## config.mk

```make
export PLATFORM = sky130hd
export DESIGN_NAME = tcc_ctrl
export DESIGN_NICKNAME = d
export VERILOG_FILES = /design/src/tcc_pkg.sv /design/src/tcc_resp_if.sv /design/src/tcc_resp.sv /design/src/tcc_ctrl.sv
export SDC_FILE = /design/constraint.sdc
export NUM_CORES = 1
export LEC_CHECK = 0
export BUFFER_PORTS_ARGS = -buffer_cell sky130_fd_sc_hd__buf_2
export CAP_MARGIN = 5
export CORE_MARGIN = 5
export CORE_UTILIZATION = 48
export DETAILED_ROUTE_END_ITERATION = 7
export PLACE_DENSITY = 0.85
export RECOVER_POWER = 50
export SLEW_MARGIN = 20
export SYNTH_ARGS = -nofsm -noshare
export SYNTH_HDL_FRONTEND = slang
export SYNTH_SLANG_ARGS = --single-unit
export TNS_END_PERCENT = 10
```

## constraint.sdc

```tcl
create_clock -name clk -period 2.3 [get_ports clk]
set_input_delay 0.115 -clock clk [delete_from_list [all_inputs] [get_ports clk]]
set_output_delay 0.115 -clock clk [all_outputs]
set_load 0.005 [all_outputs]
```

## src/tcc_pkg.sv

```systemverilog
// Purpose: Shared constants and types for the tape cassette I/O protect controller.
// Assumes: One 40 MHz clock; all inputs synchronous to it.
// Notes:   Command classes are shared with the response unit; transport states are used by the controller only.
`default_nettype none

package tcc_pkg;

  // ----------------------------------------------------------------------
  // Addressing and switch layout
  // ----------------------------------------------------------------------
  localparam int          ADDR_W          = 4;
  localparam logic [3:0]  STD_EQUIP_ADDR  = 4'h7;  // Standard installed address.
  localparam int          SW_AUTO_REWIND  = 0;     // First control segment.
  localparam int          SW_PROTECT      = 2;     // Third control segment.
  localparam int          CTRL_SW_W       = 4;

  // ----------------------------------------------------------------------
  // Command classes and function codes
  // ----------------------------------------------------------------------
  localparam logic [1:0]  CMD_FUNCTION    = 2'h0;
  localparam logic [1:0]  CMD_STATUS      = 2'h1;
  localparam logic [1:0]  CMD_DATA        = 2'h2;
  localparam logic [1:0]  CMD_NONE        = 2'h3;

  localparam logic [2:0]  FN_STOP         = 3'h0;
  localparam logic [2:0]  FN_FORWARD      = 3'h1;
  localparam logic [2:0]  FN_REVERSE      = 3'h2;
  localparam logic [2:0]  FN_REWIND       = 3'h3;

  // Status word bit positions.
  localparam int          ST_READY        = 0;
  localparam int          ST_SIDE_B       = 1;
  localparam int          ST_AT_BOT       = 2;
  localparam int          ST_MOVING       = 3;
  localparam int          STATUS_W        = 8;

  // ----------------------------------------------------------------------
  // Transport motion states
  // ----------------------------------------------------------------------
  typedef enum logic [3:0] {
    TCC_IDLE    = 4'h1,
    TCC_FWD     = 4'h2,
    TCC_REV     = 4'h4,
    TCC_REWIND  = 4'h8
  } tcc_motion_type;

endpackage : tcc_pkg

`default_nettype wire

```

## src/tcc_resp_if.sv

```systemverilog
// Purpose: Carries one decoded command between the controller and its response unit.
// Assumes: Same clock domain on both sides.
// Notes:   cmdValid is a one-cycle strobe.
`default_nettype none

interface tcc_resp_if;
  import tcc_pkg::*;
  logic       cmdValid;
  logic [1:0] cmdClass;
  logic       protectOn;
  logic       progProtected;
  logic       busyHold;
  logic       reply;
  logic       reject;
  logic       pending;

  modport ctrl (output cmdValid, output cmdClass, output protectOn, output progProtected,
                output busyHold, input reply, input reject, input pending);
  modport resp (input cmdValid, input cmdClass, input protectOn, input progProtected,
                input busyHold, output reply, output reject, output pending);
endinterface : tcc_resp_if

`default_nettype wire

```

## src/tcc_resp.sv

```systemverilog
// Purpose: Decides reply or reject for each addressed command.
// Assumes: A new command is not issued while one is pending.
// Notes:   One answer pulse per command unless master clear abandons a pending one; busy only delays a reply.
`default_nettype none

module tcc_resp
  import tcc_pkg::*;
(
  // Clock and reset.
  input  wire logic clk,
  input  wire logic resetn,
  // Master clear from the processor.
  input  wire logic masterClear,
  // Command link.
  tcc_resp_if.resp  rif
);

  logic pendQ;
  logic pendD;

  // ----------------------------------------------------------------------
  // Protect decision
  // ----------------------------------------------------------------------
  // A status request is never refused; the protect check only applies when enabled.
  wire isStatus   = (rif.cmdClass == CMD_STATUS);
  wire mustReject = rif.protectOn && !rif.progProtected && !isStatus;
  wire startCmd   = rif.cmdValid && !pendQ;

  // A reply waits while any other internal condition holds it off.
  // Only an accepted command can go pending, so a held reply never needs a reject check.
  assign rif.reject  = startCmd && mustReject;
  assign rif.reply   = ((startCmd && !mustReject) || pendQ) && !rif.busyHold;
  assign rif.pending = pendQ;

  // Pending stays set until the delayed reply goes out or master clear abandons it.
  assign pendD = masterClear ? 1'b0 :
                 (startCmd && !mustReject && rif.busyHold) ? 1'b1 :
                 (pendQ && rif.reply) ? 1'b0 : pendQ;

  always_ff @(posedge clk or negedge resetn)
  begin
    if (!resetn)
    begin
      pendQ   <= 1'b0;
    end
    else
    begin
      pendQ   <= pendD;
    end
  end
endmodule : tcc_resp // tcc_resp

`default_nettype wire

```

## src/tcc_ctrl.sv

```systemverilog
// Purpose: Tape cassette controller front end: address decode, protect, motion.
// Assumes: Processor strobes one command per cycle of cmdStrobe; inputs synchronous.
// Notes:   Motion only leaves idle on a command or an auto-rewind on lid closure.
`default_nettype none

// Function
// Equipment address comes from a four-bit switch field, normally seven.
// Auto-rewind on: rewind to tape start whenever the lid closes.
// Auto-rewind off: no rewind on lid close; rewind commands still run.
// Protect off: ignore protect line, never reject any command.
// Protect on and instruction unprotected: reject function and data commands.
// Status requests are never rejected.
// Protect on and instruction protected: reply enabled for every command.
// A permitted reply waits until internal conditions allow it.
// Lid open disables all transport motion and makes cassette not ready.
// Cassette side is reported as one status bit.
// All tape motion is commanded by controller logic only.
// Control switch segments two and four have no effect.
// Each addressed command gets exactly one reply or reject.
// Master clear abandons any command and returns to idle.
module tcc_ctrl
  import tcc_pkg::*;
(
  // Clock and reset.
  input  wire logic                 clk,
  input  wire logic                 resetn,
  // Installation switches.
  input  wire logic [ADDR_W-1:0]    addressSelectSwitch,
  input  wire logic [CTRL_SW_W-1:0] controlOptionSwitch,
  // Main processor channel.
  input  wire logic                 masterClear,
  input  wire logic                 cmdStrobe,
  input  wire logic [ADDR_W-1:0]    cmdAddr,
  input  wire logic [1:0]           cmdClass,
  input  wire logic [2:0]           cmdFunc,
  input  wire logic                 progProtected,
  output logic                      reply,
  output logic                      reject,
  output logic [STATUS_W-1:0]       statusWord,
  // Transport sensors.
  input  wire logic                 lidClosed,
  input  wire logic                 sideB,
  input  wire logic                 atBot,
  // Transport drives.
  output logic                      motorFwd,
  output logic                      motorRev,
  output logic                      rewindActive
);

  tcc_resp_if rif ();
  tcc_motion_type stateQ;
  tcc_motion_type stateD;
  logic           lidQ;
  logic [STATUS_W-1:0] statusQ;
  logic           motorFwdQ;
  logic           motorRevQ;
  logic [2:0]     heldFuncQ;

  // ----------------------------------------------------------------------
  // Address decode and switch options
  // ----------------------------------------------------------------------
  // Segments two and four are simply never read.
  wire addrHit     = cmdStrobe && (cmdAddr == addressSelectSwitch);
  wire autoRewind  = controlOptionSwitch[SW_AUTO_REWIND];
  wire protectOn   = controlOptionSwitch[SW_PROTECT];
  wire lidCloseEvt = lidClosed && !lidQ;
  wire cassReady   = lidClosed;

  // A function accepted this cycle, i.e. not rejected.
  wire fnAccepted  = reject ? 1'b0 : (addrHit && cmdClass == CMD_FUNCTION);

  // A held function is kept so that it still runs when its delayed reply goes out;
  // the channel lines no longer carry it by then.
  wire       fnCapture = addrHit && cmdClass == CMD_FUNCTION && !rif.pending;
  wire [2:0] heldFuncD = fnCapture ? cmdFunc : heldFuncQ;
  wire [2:0] funcSel   = rif.pending ? heldFuncQ : cmdFunc;
  wire       fnDue     = rif.reply && (rif.pending || fnAccepted);

  // ----------------------------------------------------------------------
  // Response unit hookup
  // ----------------------------------------------------------------------
  // Busy while a rewind runs, so function commands and a pending reply wait for it instead of racing it.
  assign rif.cmdValid      = addrHit && cmdClass != CMD_NONE;
  assign rif.cmdClass      = cmdClass;
  assign rif.protectOn     = protectOn;
  assign rif.progProtected = progProtected;
  assign rif.busyHold      = (stateQ == TCC_REWIND) &&
                             (rif.pending || cmdClass == CMD_FUNCTION);
  assign reply             = rif.reply;
  assign reject            = rif.reject;

  tcc_resp u_resp (
    .clk         (clk),
    .resetn      (resetn),
    .masterClear (masterClear),
    .rif         (rif)
  );

  // ----------------------------------------------------------------------
  // Motion state machine
  // ----------------------------------------------------------------------
  always_comb
  begin
    stateD = stateQ;
    unique case (stateQ)
      TCC_IDLE:
      begin
        if (lidCloseEvt && autoRewind)
          stateD = TCC_REWIND;
      end
      TCC_FWD, TCC_REV:
      begin
        if (stateQ == TCC_REV && atBot)
          stateD = TCC_IDLE;
      end
      TCC_REWIND:
      begin
        if (atBot)
          stateD = TCC_IDLE;
      end
    endcase
    if (fnDue)
    begin
      unique case (funcSel)
        FN_FORWARD: stateD = TCC_FWD;
        FN_REVERSE: stateD = TCC_REV;
        FN_REWIND:  stateD = TCC_REWIND;
        default:    stateD = TCC_IDLE;
      endcase
    end
    if (!lidClosed || masterClear)
      stateD = TCC_IDLE;
  end

  always_ff @(posedge clk or negedge resetn)
  begin
    if (!resetn)
    begin
      stateQ    <= TCC_IDLE;
      lidQ      <= 1'b1;  // Closed at reset, so a shut lid gives no false close edge.
      heldFuncQ <= FN_STOP;
    end
    else
    begin
      stateQ    <= stateD;
      lidQ      <= lidClosed;
      heldFuncQ <= heldFuncD;
    end
  end

  // ----------------------------------------------------------------------
  // Drives and status, registered
  // ----------------------------------------------------------------------
  // Drives are gated by the lid again so an open lid stops the motor on the next clock edge.
  wire [STATUS_W-1:0] statusD = {{(STATUS_W-4){1'b0}},
                                 stateQ != TCC_IDLE, atBot, sideB, cassReady};

  always_ff @(posedge clk or negedge resetn)
  begin
    if (!resetn)
    begin
      motorFwdQ <= 1'b0;
      motorRevQ <= 1'b0;
      statusQ   <= '0;
    end
    else
    begin
      motorFwdQ <= lidClosed && stateD == TCC_FWD;
      motorRevQ <= lidClosed && (stateD == TCC_REV || stateD == TCC_REWIND);
      statusQ   <= statusD;
    end
  end

  assign motorFwd     = motorFwdQ;
  assign motorRev     = motorRevQ;
  assign rewindActive = (stateQ == TCC_REWIND);
  assign statusWord   = statusQ;
endmodule : tcc_ctrl // tcc_ctrl

`default_nettype wire

```

======== Yosys cells after proc, flatten, opt, wreduce, memory -nomap -nowiden ========
Cells that the tools add are included.
word-level totals
  bits in registers ....................... 15
  bits of input ports ..................... 25
  output and inout bits ................... 13
  logic and storage cells ................. 67
operators by class
  eq/ne operators ......................... 14
  multiplexer cells ....................... 12
  reduce and logical (&&, ||, !) cells .... 34
operators with widths
  operator                                       count
  case mux 4 bit (3 select lines)                2
  2-to-1 mux 4 bit                               5
  logical AND 1 bit                              19
  == test 4 x 2 -> 1 bit, second input constant  2
  == test 4 x 3 -> 1 bit, second input constant  2
  == test 4 bit, second input constant           2
  logical NOT 1 bit                              7
  == test 3 x 2 -> 1 bit, second input constant  2
  logical OR 1 bit                               5
  == test 4 x 1 -> 1 bit, second input constant  1
  == test 4 bit                                  1
  2-to-1 mux 1 bit                               4
  != test 4 x 1 -> 1 bit, second input constant  1
  == test 3 x 1 -> 1 bit, second input constant  1
  2-to-1 mux 3 bit                               1
  nonzero test 3 bit                             1
  == test 2 x 1 -> 1 bit, second input constant  1
  logical NOT 2 bit                              1
  != test 2 bit, second input constant           1
  OR reduction 2 bit                             1

======== Longest topological paths before layout ========
  word-level depth ........................ 13
  gate-level depth with buffers ........... 6
  mapped depth without buffers ............ 5

======== Hierarchy ========
From an unflattened synthesis, not the netlist that was laid out.
unflattened totals
  cell total of the unflattened synthesis .. 101
  area total of the unflattened synthesis .. 1007.2 µm²
by module, submodules not included
  module    times used  cells an instance  area each (µm²)  seq. area each (µm²)
  tcc_ctrl  1           92                 915.9            352.8
  tcc_resp  1           9                  91.3             25.0

======== Worst setup path after synthesis ========
OpenSTA, ideal clock, no wires.
  kind .................................... reg2reg
  start ................................... register stateQ[1]
  end ..................................... register motorRevQ (netlist: motorRev)
  arrival time ............................ 1.748 ns
  required time ........................... 2.175 ns
  setup slack ............................. 0.427 ns
  stages on the path, launching flop included .. 6
  path buffers ............................ 0
  clock period less this slack ............ 1.873 ns
  path through ............................ dfrtp_1 or4b_4 clkinv_4 nor3_2 a32oi_4 mux2_4
on the way
  cells in the longest elaborated chain, start to end .. 10
ends and longest elaborated chain
  what                                                            RTL line         source
  start, declared                                                 tcc_ctrl.sv:51   tcc_motion_type stateQ;
  start signal, assigned                                          tcc_ctrl.sv:145  stateQ <= stateD;
  == test 4 bit (*)                                               --
  named net rewindActive                                          tcc_ctrl.sv:47   output logic rewindActive
  logical AND 1 bit                                               tcc_ctrl.sv:87   assign rif.busyHold = (stateQ == TCC_REWIND) &&
  logical NOT 1 bit                                               tcc_resp.sv:32   assign rif.reply = ((startCmd && !mustReject) || pendQ) && !rif.busyHold;
  logical AND 1 bit                                               tcc_resp.sv:32
  logical AND 1 bit                                               tcc_ctrl.sv:77   wire fnDue = rif.reply && (rif.pending || fnAccepted);
  2-to-1 mux 4 bit (*)                                            tcc_ctrl.sv:122  if (fnDue)
  2-to-1 mux 4 bit (*)                                            tcc_ctrl.sv:131  if (!lidClosed || masterClear)
  == test 4 x 3 -> 1 bit / == test 4 bit (equally long branches)  tcc_ctrl.sv:169  motorRevQ <= lidClosed && (stateD == TCC_REV || stateD == TCC_REWIND);
  logical OR 1 bit (*)                                            tcc_ctrl.sv:169
  logical AND 1 bit (*)                                           tcc_ctrl.sv:169
  end signal, assigned                                            tcc_ctrl.sv:169
  end, declared                                                   tcc_ctrl.sv:56   logic motorRevQ;
Mark *: on every way through the listed nets, which the timed path passes. The rest lies on a longest branch.
A chain may end at the register's enable or synchronous reset.

======== Worst setup path after layout ========
  start ................................... register stateQ[1]
  end ..................................... register stateQ[2]
on the way
  cells in the longest elaborated chain, start to end .. 7
ends and longest elaborated chain
  what                                                                            RTL line         source
  parallel branches: the longest is 5 deep, another holds == test 4 x 3 -> 1 bit  --
  2-to-1 mux 4 bit (*)                                                            tcc_ctrl.sv:122
  2-to-1 mux 4 bit (*)                                                            tcc_ctrl.sv:131
  named net stateD[2]                                                             tcc_ctrl.sv:52   tcc_motion_type stateD;
Mark *: on every way through the listed nets, which the timed path passes.

==> impl_results.html <==
<table>
<tr><th>Metric</th><th>Value</th></tr>
<tr><th colspan="2">Floorplan</th></tr>
<tr><td>Die Width</td><td>55.5 um</td></tr>
<tr><td>Core footprint</td><td>0.00196 mm^2</td></tr>
<tr><td>Cell row count</td><td>16</td></tr>
<tr><td>Die ar.</td><td>0.00308 mm^2</td></tr>
<tr><td>Die span in y</td><td>55.5 um</td></tr>
<tr><td>Number of primary I/O pins</td><td>38</td></tr>
<tr><td>Effective utilization at floorplan</td><td>50.6%</td></tr>
<tr><th colspan="2">Route</th></tr>
<tr><td>Routed Wire Length</td><td>2.16 mm</td></tr>
<tr><td>Residual antenna-violating net count after detailed routing</td><td>0</td></tr>
<tr><td>First-pass detailed-route iteration total</td><td>5</td></tr>
<tr><td>Post-detailed-route via-to-cell ratio</td><td>5.54</td></tr>
<tr><td>Vias</td><td>892</td></tr>
<tr><td>Post-route DRC violation count</td><td>0</td></tr>
<tr><td>Drt wl/cell</td><td>13.4 um</td></tr>
<tr><td>First-iteration detailed-routing DRC count</td><td>26</td></tr>
<tr><th colspan="2">Layout</th></tr>
<tr><td>Sequential Area</td><td>378 um^2</td></tr>
<tr><td>Final Instance Area</td><td>0.00122 mm^2</td></tr>
<tr><td>Net count, final</td><td>160</td></tr>
<tr><td>Diodes inserted</td><td>0</td></tr>
<tr><td>Filler Cell Count</td><td>188</td></tr>
<tr><td>Footprint of the multi-input gates</td><td>564 um^2</td></tr>
<tr><td>Fraction of final layout cells sized beyond drive strength 1</td><td>33.6%</td></tr>
<tr><td>Area delta synth-&gt;final</td><td>23.0%</td></tr>
<tr><th colspan="2">Yosys</th></tr>
<tr><td>EDFF count, synth</td><td>0</td></tr>
<tr><td>Part of the Yosys area used for sequential elements</td><td>38.1%</td></tr>
<tr><td>Count of mapped cells out of synthesis</td><td>98</td></tr>
<tr><td>Fraction of synthesis flops using an asynchronous set or reset pin</td><td>100%</td></tr>
<tr><td>Seq cells post-synth</td><td>15</td></tr>
<tr><td>Library cell occupying the most area in the post-synthesis netlist</td><td>dfrtp_1</td></tr>
<tr><td>Top FF cell, synth</td><td>dfrtp_1</td></tr>
<tr><td>Top post-synthesis cells by count</td><td>dfrtp_1 (13), nand2b_1 (7), nor2_1 (6), buf_4 (5)</td></tr>
<tr><td>Most common cell in the synthesized netlist</td><td>dfrtp_1</td></tr>
<tr><td>Post-synthesis average cell area</td><td>10.1 um^2</td></tr>
<tr><td>Distinct cells, synth</td><td>42</td></tr>
<tr><td>Netlist Area Pre-Place</td><td>992 um^2</td></tr>
<tr><td>Area share of the leading cell type in the synthesized netlist</td><td>32.8%</td></tr>
<tr><td>Top post-synthesis cells by area</td><td>dfrtp_1 (33%), dfstp_2 (5.3%), nand2b_1 (4.4%)</td></tr>
<tr><td>Yosys warnings</td><td>0</td></tr>
<tr><th colspan="2">Clock network</th></tr>
<tr><td>Number of buffers created by CTS</td><td>3</td></tr>
<tr><td>Clock input transition at the sequential cells of the worst setup and hold paths</td><td>0.09 ns</td></tr>
<tr><td>Post-CTS Setup Inserts</td><td>0</td></tr>
<tr><td>Maximum buffer depth of the clock tree</td><td>2</td></tr>
<tr><td>Root buf cell</td><td>clkbuf_4</td></tr>
<tr><td>Hold buffer count at CTS</td><td>4</td></tr>
<tr><td>Total of cells resized after clock tree synthesis</td><td>0</td></tr>
<tr><td>Number of clock sinks</td><td>15</td></tr>
<tr><td>Later-pin clock latency in the skew report</td><td>0.29 ns</td></tr>
<tr><td>Clock tree from TritonCTS</td><td>done</td></tr>
<tr><td>Htree depth</td><td>1</td></tr>
<tr><th colspan="2">Timing</th></tr>
<tr><td>Largest clock skew in the final design</td><td>0.00461 ns</td></tr>
<tr><td>Final hold violation count</td><td>0</td></tr>
<tr><td>Worst-case headroom to the max-slew limit</td><td>43.8%</td></tr>
<tr><td>Fmax</td><td>500 MHz</td></tr>
<tr><td>Hold Worst Slack</td><td>0.0946 ns</td></tr>
<tr><td>Unrepaired setup endpoints after global routing</td><td>false</td></tr>
<tr><td>Final total negative setup slack</td><td>0 ns</td></tr>
<tr><td>Minimum clock period after layout</td><td>2.00 ns</td></tr>
<tr><td>Max-slew violation total from the final report</td><td>0</td></tr>
<tr><td>Transition at the pin with the smallest max-transition slack</td><td>0.843 ns</td></tr>
<tr><td># setup viols final</td><td>0</td></tr>
<tr><td>Period utilization</td><td>86.9%</td></tr>
<tr><th colspan="2">Place</th></tr>
<tr><td>Total placed instance area</td><td>0.00115 mm^2</td></tr>
<tr><td>Port-buffer cells</td><td>31</td></tr>
<tr><td>GP Congestion</td><td>0.909</td></tr>
<tr><td>Detailed-placement wirelength estimate</td><td>1.65 mm</td></tr>
<tr><th colspan="2">Critical path</th></tr>
<tr><td>Capturing point of the worst reg2reg path</td><td>stateQ[2]</td></tr>
<tr><td>Crit start category</td><td>flop</td></tr>
<tr><td>Critical path data arrival time</td><td>2.18 ns</td></tr>
<tr><td>Slowest stage cell on the critical path</td><td>or4b_4</td></tr>
<tr><td>Launch point of the worst reg-to-reg path</td><td>stateQ[1]</td></tr>
<tr><td>Required time of the critical path</td><td>2.48 ns</td></tr>
<tr><td>Delay of the slowest cell on the worst path</td><td>0.60 ns</td></tr>
<tr><td>Setup crit end kind</td><td>flop</td></tr>
<tr><td>Largest driver fanout on the critical path</td><td>9</td></tr>
<tr><td>Slack of the worst reg-to-reg path</td><td>0.30 ns</td></tr>
<tr><td>Worst reg-to-reg path cell count</td><td>5</td></tr>
<tr><td>Critical-path cell list</td><td>or4b_4 &gt; clkinv_4 &gt; nor3_2 &gt; a32oi_4 &gt; mux2_4</td></tr>
<tr><td>Critical path start-end classification</td><td>reg2reg</td></tr>
<tr><th colspan="2">Global route</th></tr>
<tr><td>Via count of the first global-routing pass</td><td>856</td></tr>
<tr><td>Pin count of the biggest net entering global routing</td><td>16</td></tr>
<tr><td>Global-route wire length before repair</td><td>3.56 mm</td></tr>
<tr><td>GR Overflow Total</td><td>0</td></tr>
<tr><td>Antenna violations before repair</td><td>0</td></tr>
<tr><td>Total Routing Usage GR</td><td>14.4%</td></tr>
<tr><th colspan="2">Worst hold path</th></tr>
<tr><td>Worst Min Path Start</td><td>cmdFunc[0]</td></tr>
<tr><td>Hold EP</td><td>heldFuncQ[0]</td></tr>
<tr><td>Hold crit path type</td><td>in2reg</td></tr>
<tr><td>Number of stages on the worst hold path</td><td>2</td></tr>
<tr><th colspan="2">Power and ir drop</th></tr>
<tr><td>Sequential share of power</td><td>53.4%</td></tr>
<tr><td>IR drop worst, VDD</td><td>0.305 mV</td></tr>
<tr><td>Switching share of power</td><td>27.1%</td></tr>
<tr><td>Net load switching power</td><td>0.149 mW</td></tr>
<tr><td>Power per standard cell area</td><td>450 mW/mm^2</td></tr>
<tr><td>Leak Pwr</td><td>0.575 nW</td></tr>
<tr><td>Share of power burned in the clock network</td><td>28.4%</td></tr>
<tr><td>Cell Int Power</td><td>0.401 mW</td></tr>
<tr><td>Logic pwr share</td><td>18.1%</td></tr>
<tr><th colspan="2">Job</th></tr>
<tr><td>Count of max-cap constraint violations</td><td>0</td></tr>
<tr><th colspan="2">Outcome</th></tr>
<tr><td>Result of the run</td><td>completed</td></tr>
</table>
-- cell type report --
cell class              count  share of cell area, %
repair buffers             36                   16.5
well taps                  27                   2.77
clock buffers               4                   2.15
flip-flops and latches     15                   31.0
inverters                   3                   1.33
multi-input cells          76                   46.3
-- routing by layer --
| layer | wire (um) | vias to the layer above | track usage (%) |
|---|---|---|---|
| met5 | 0 | - | 0 |
| met4 | 42 | 0 | 9.38 |
| met3 | 179 | 8 | 3.96 |
| met2 | 1080 | 50 | 24.2 |
| met1 | 860 | 410 | 15.8 |
| li1 | - | 424 | - |
-- worst max-delay path by stage --
stage / startpoint / slack [ns] / to
6_report: stateQ[1] / 0.30 / stateQ[2]
3_5_place_dp: stateQ[1] / 0.33 / stateQ[2]
2_1_floorplan: stateQ[1] / 0.43 / motorRev
4_1_cts: stateQ[1] / 0.31 / stateQ[2]
3_3_place_gp: stateQ[1] / 0.36 / motorRev
5_1_grt: stateQ[1] / 0.27 / stateQ[2]
-- stage by stage --
stage	setup slack (ns)	std cells	utilization (%)	power, mW
after floorplan	0.427	101	-	0.354
after global placement	0.362	152	58.5	0.386
after detailed placement	0.332	152	58.5	0.392
after CTS	0.314	160	61.9	0.552
after global routing	0.266	161	62.2	0.580
final	0.301	161	62.2	0.550
-- cells in the final DEF (no fill, tap or decap), types with 2 or more instances in the layout --
master and n:
a21oi_1 4, mux2i_1 3, clkbuf_1 4, nor3b_1 2, dfstp_2 2, o22ai_1 3
nand3b_1 2, nand2_1 2, nand2b_1 7, clkbuf_4 3, or3_1 3, o21ai_0 3
nor2_1 6, nor3_1 3, and4_1 2, mux2_4 2, mux2_2 3, nor2b_1 3
nand3_1 2, dfrtp_1 13, inv_1 2, buf_2 27, conb_1 4, xnor2_1 4
dlygate4sd3_1 5
-- registers in the layout, summed over array words and instances, names as in the netlist --
name	cells
stateQ	4
statusWord	4
heldFuncQ	3
lidQ	1
motorFwd	1
motorRev	1
u_resp.rif.pending	1
-- critical path, delay by kind of cell, from the launching register on --
| kind | cells | cell delay, ns |
|---|---|---|
| simple gates | 2 | 0.65 |
| flops | 1 | 0.47 |
| compound gates | 1 | 0.36 |
| mux | 1 | 0.33 |
| buf+inv | 1 | 0.08 |
-- power by group through the flow --
stage	clock network [mW]	logic [mW]	registers, mW
final	0.156	0.0997	0.294
after CTS	0.160	0.0993	0.293
after floorplan	0	0.0583	0.295
after global placement	0	0.0894	0.297
after global routing	0.173	0.112	0.295
after detailed placement	0	0.0939	0.298
-- kinds of logic (layout without fill, tap and decap cells) --
family,Yosys count,after routing,share of synthesized area [%]
xor gates and xnor gates,5,5,4.41
AOI/OAI and AO/OA,19,19,15.6
buffers and inverters,10,43,6.18
and+or+nand+nor,40,40,25.9
muxes,8,8,9.46
other,1,4,0.378
DFF,15,15,38.1
(Power assumes the default switching activity.)
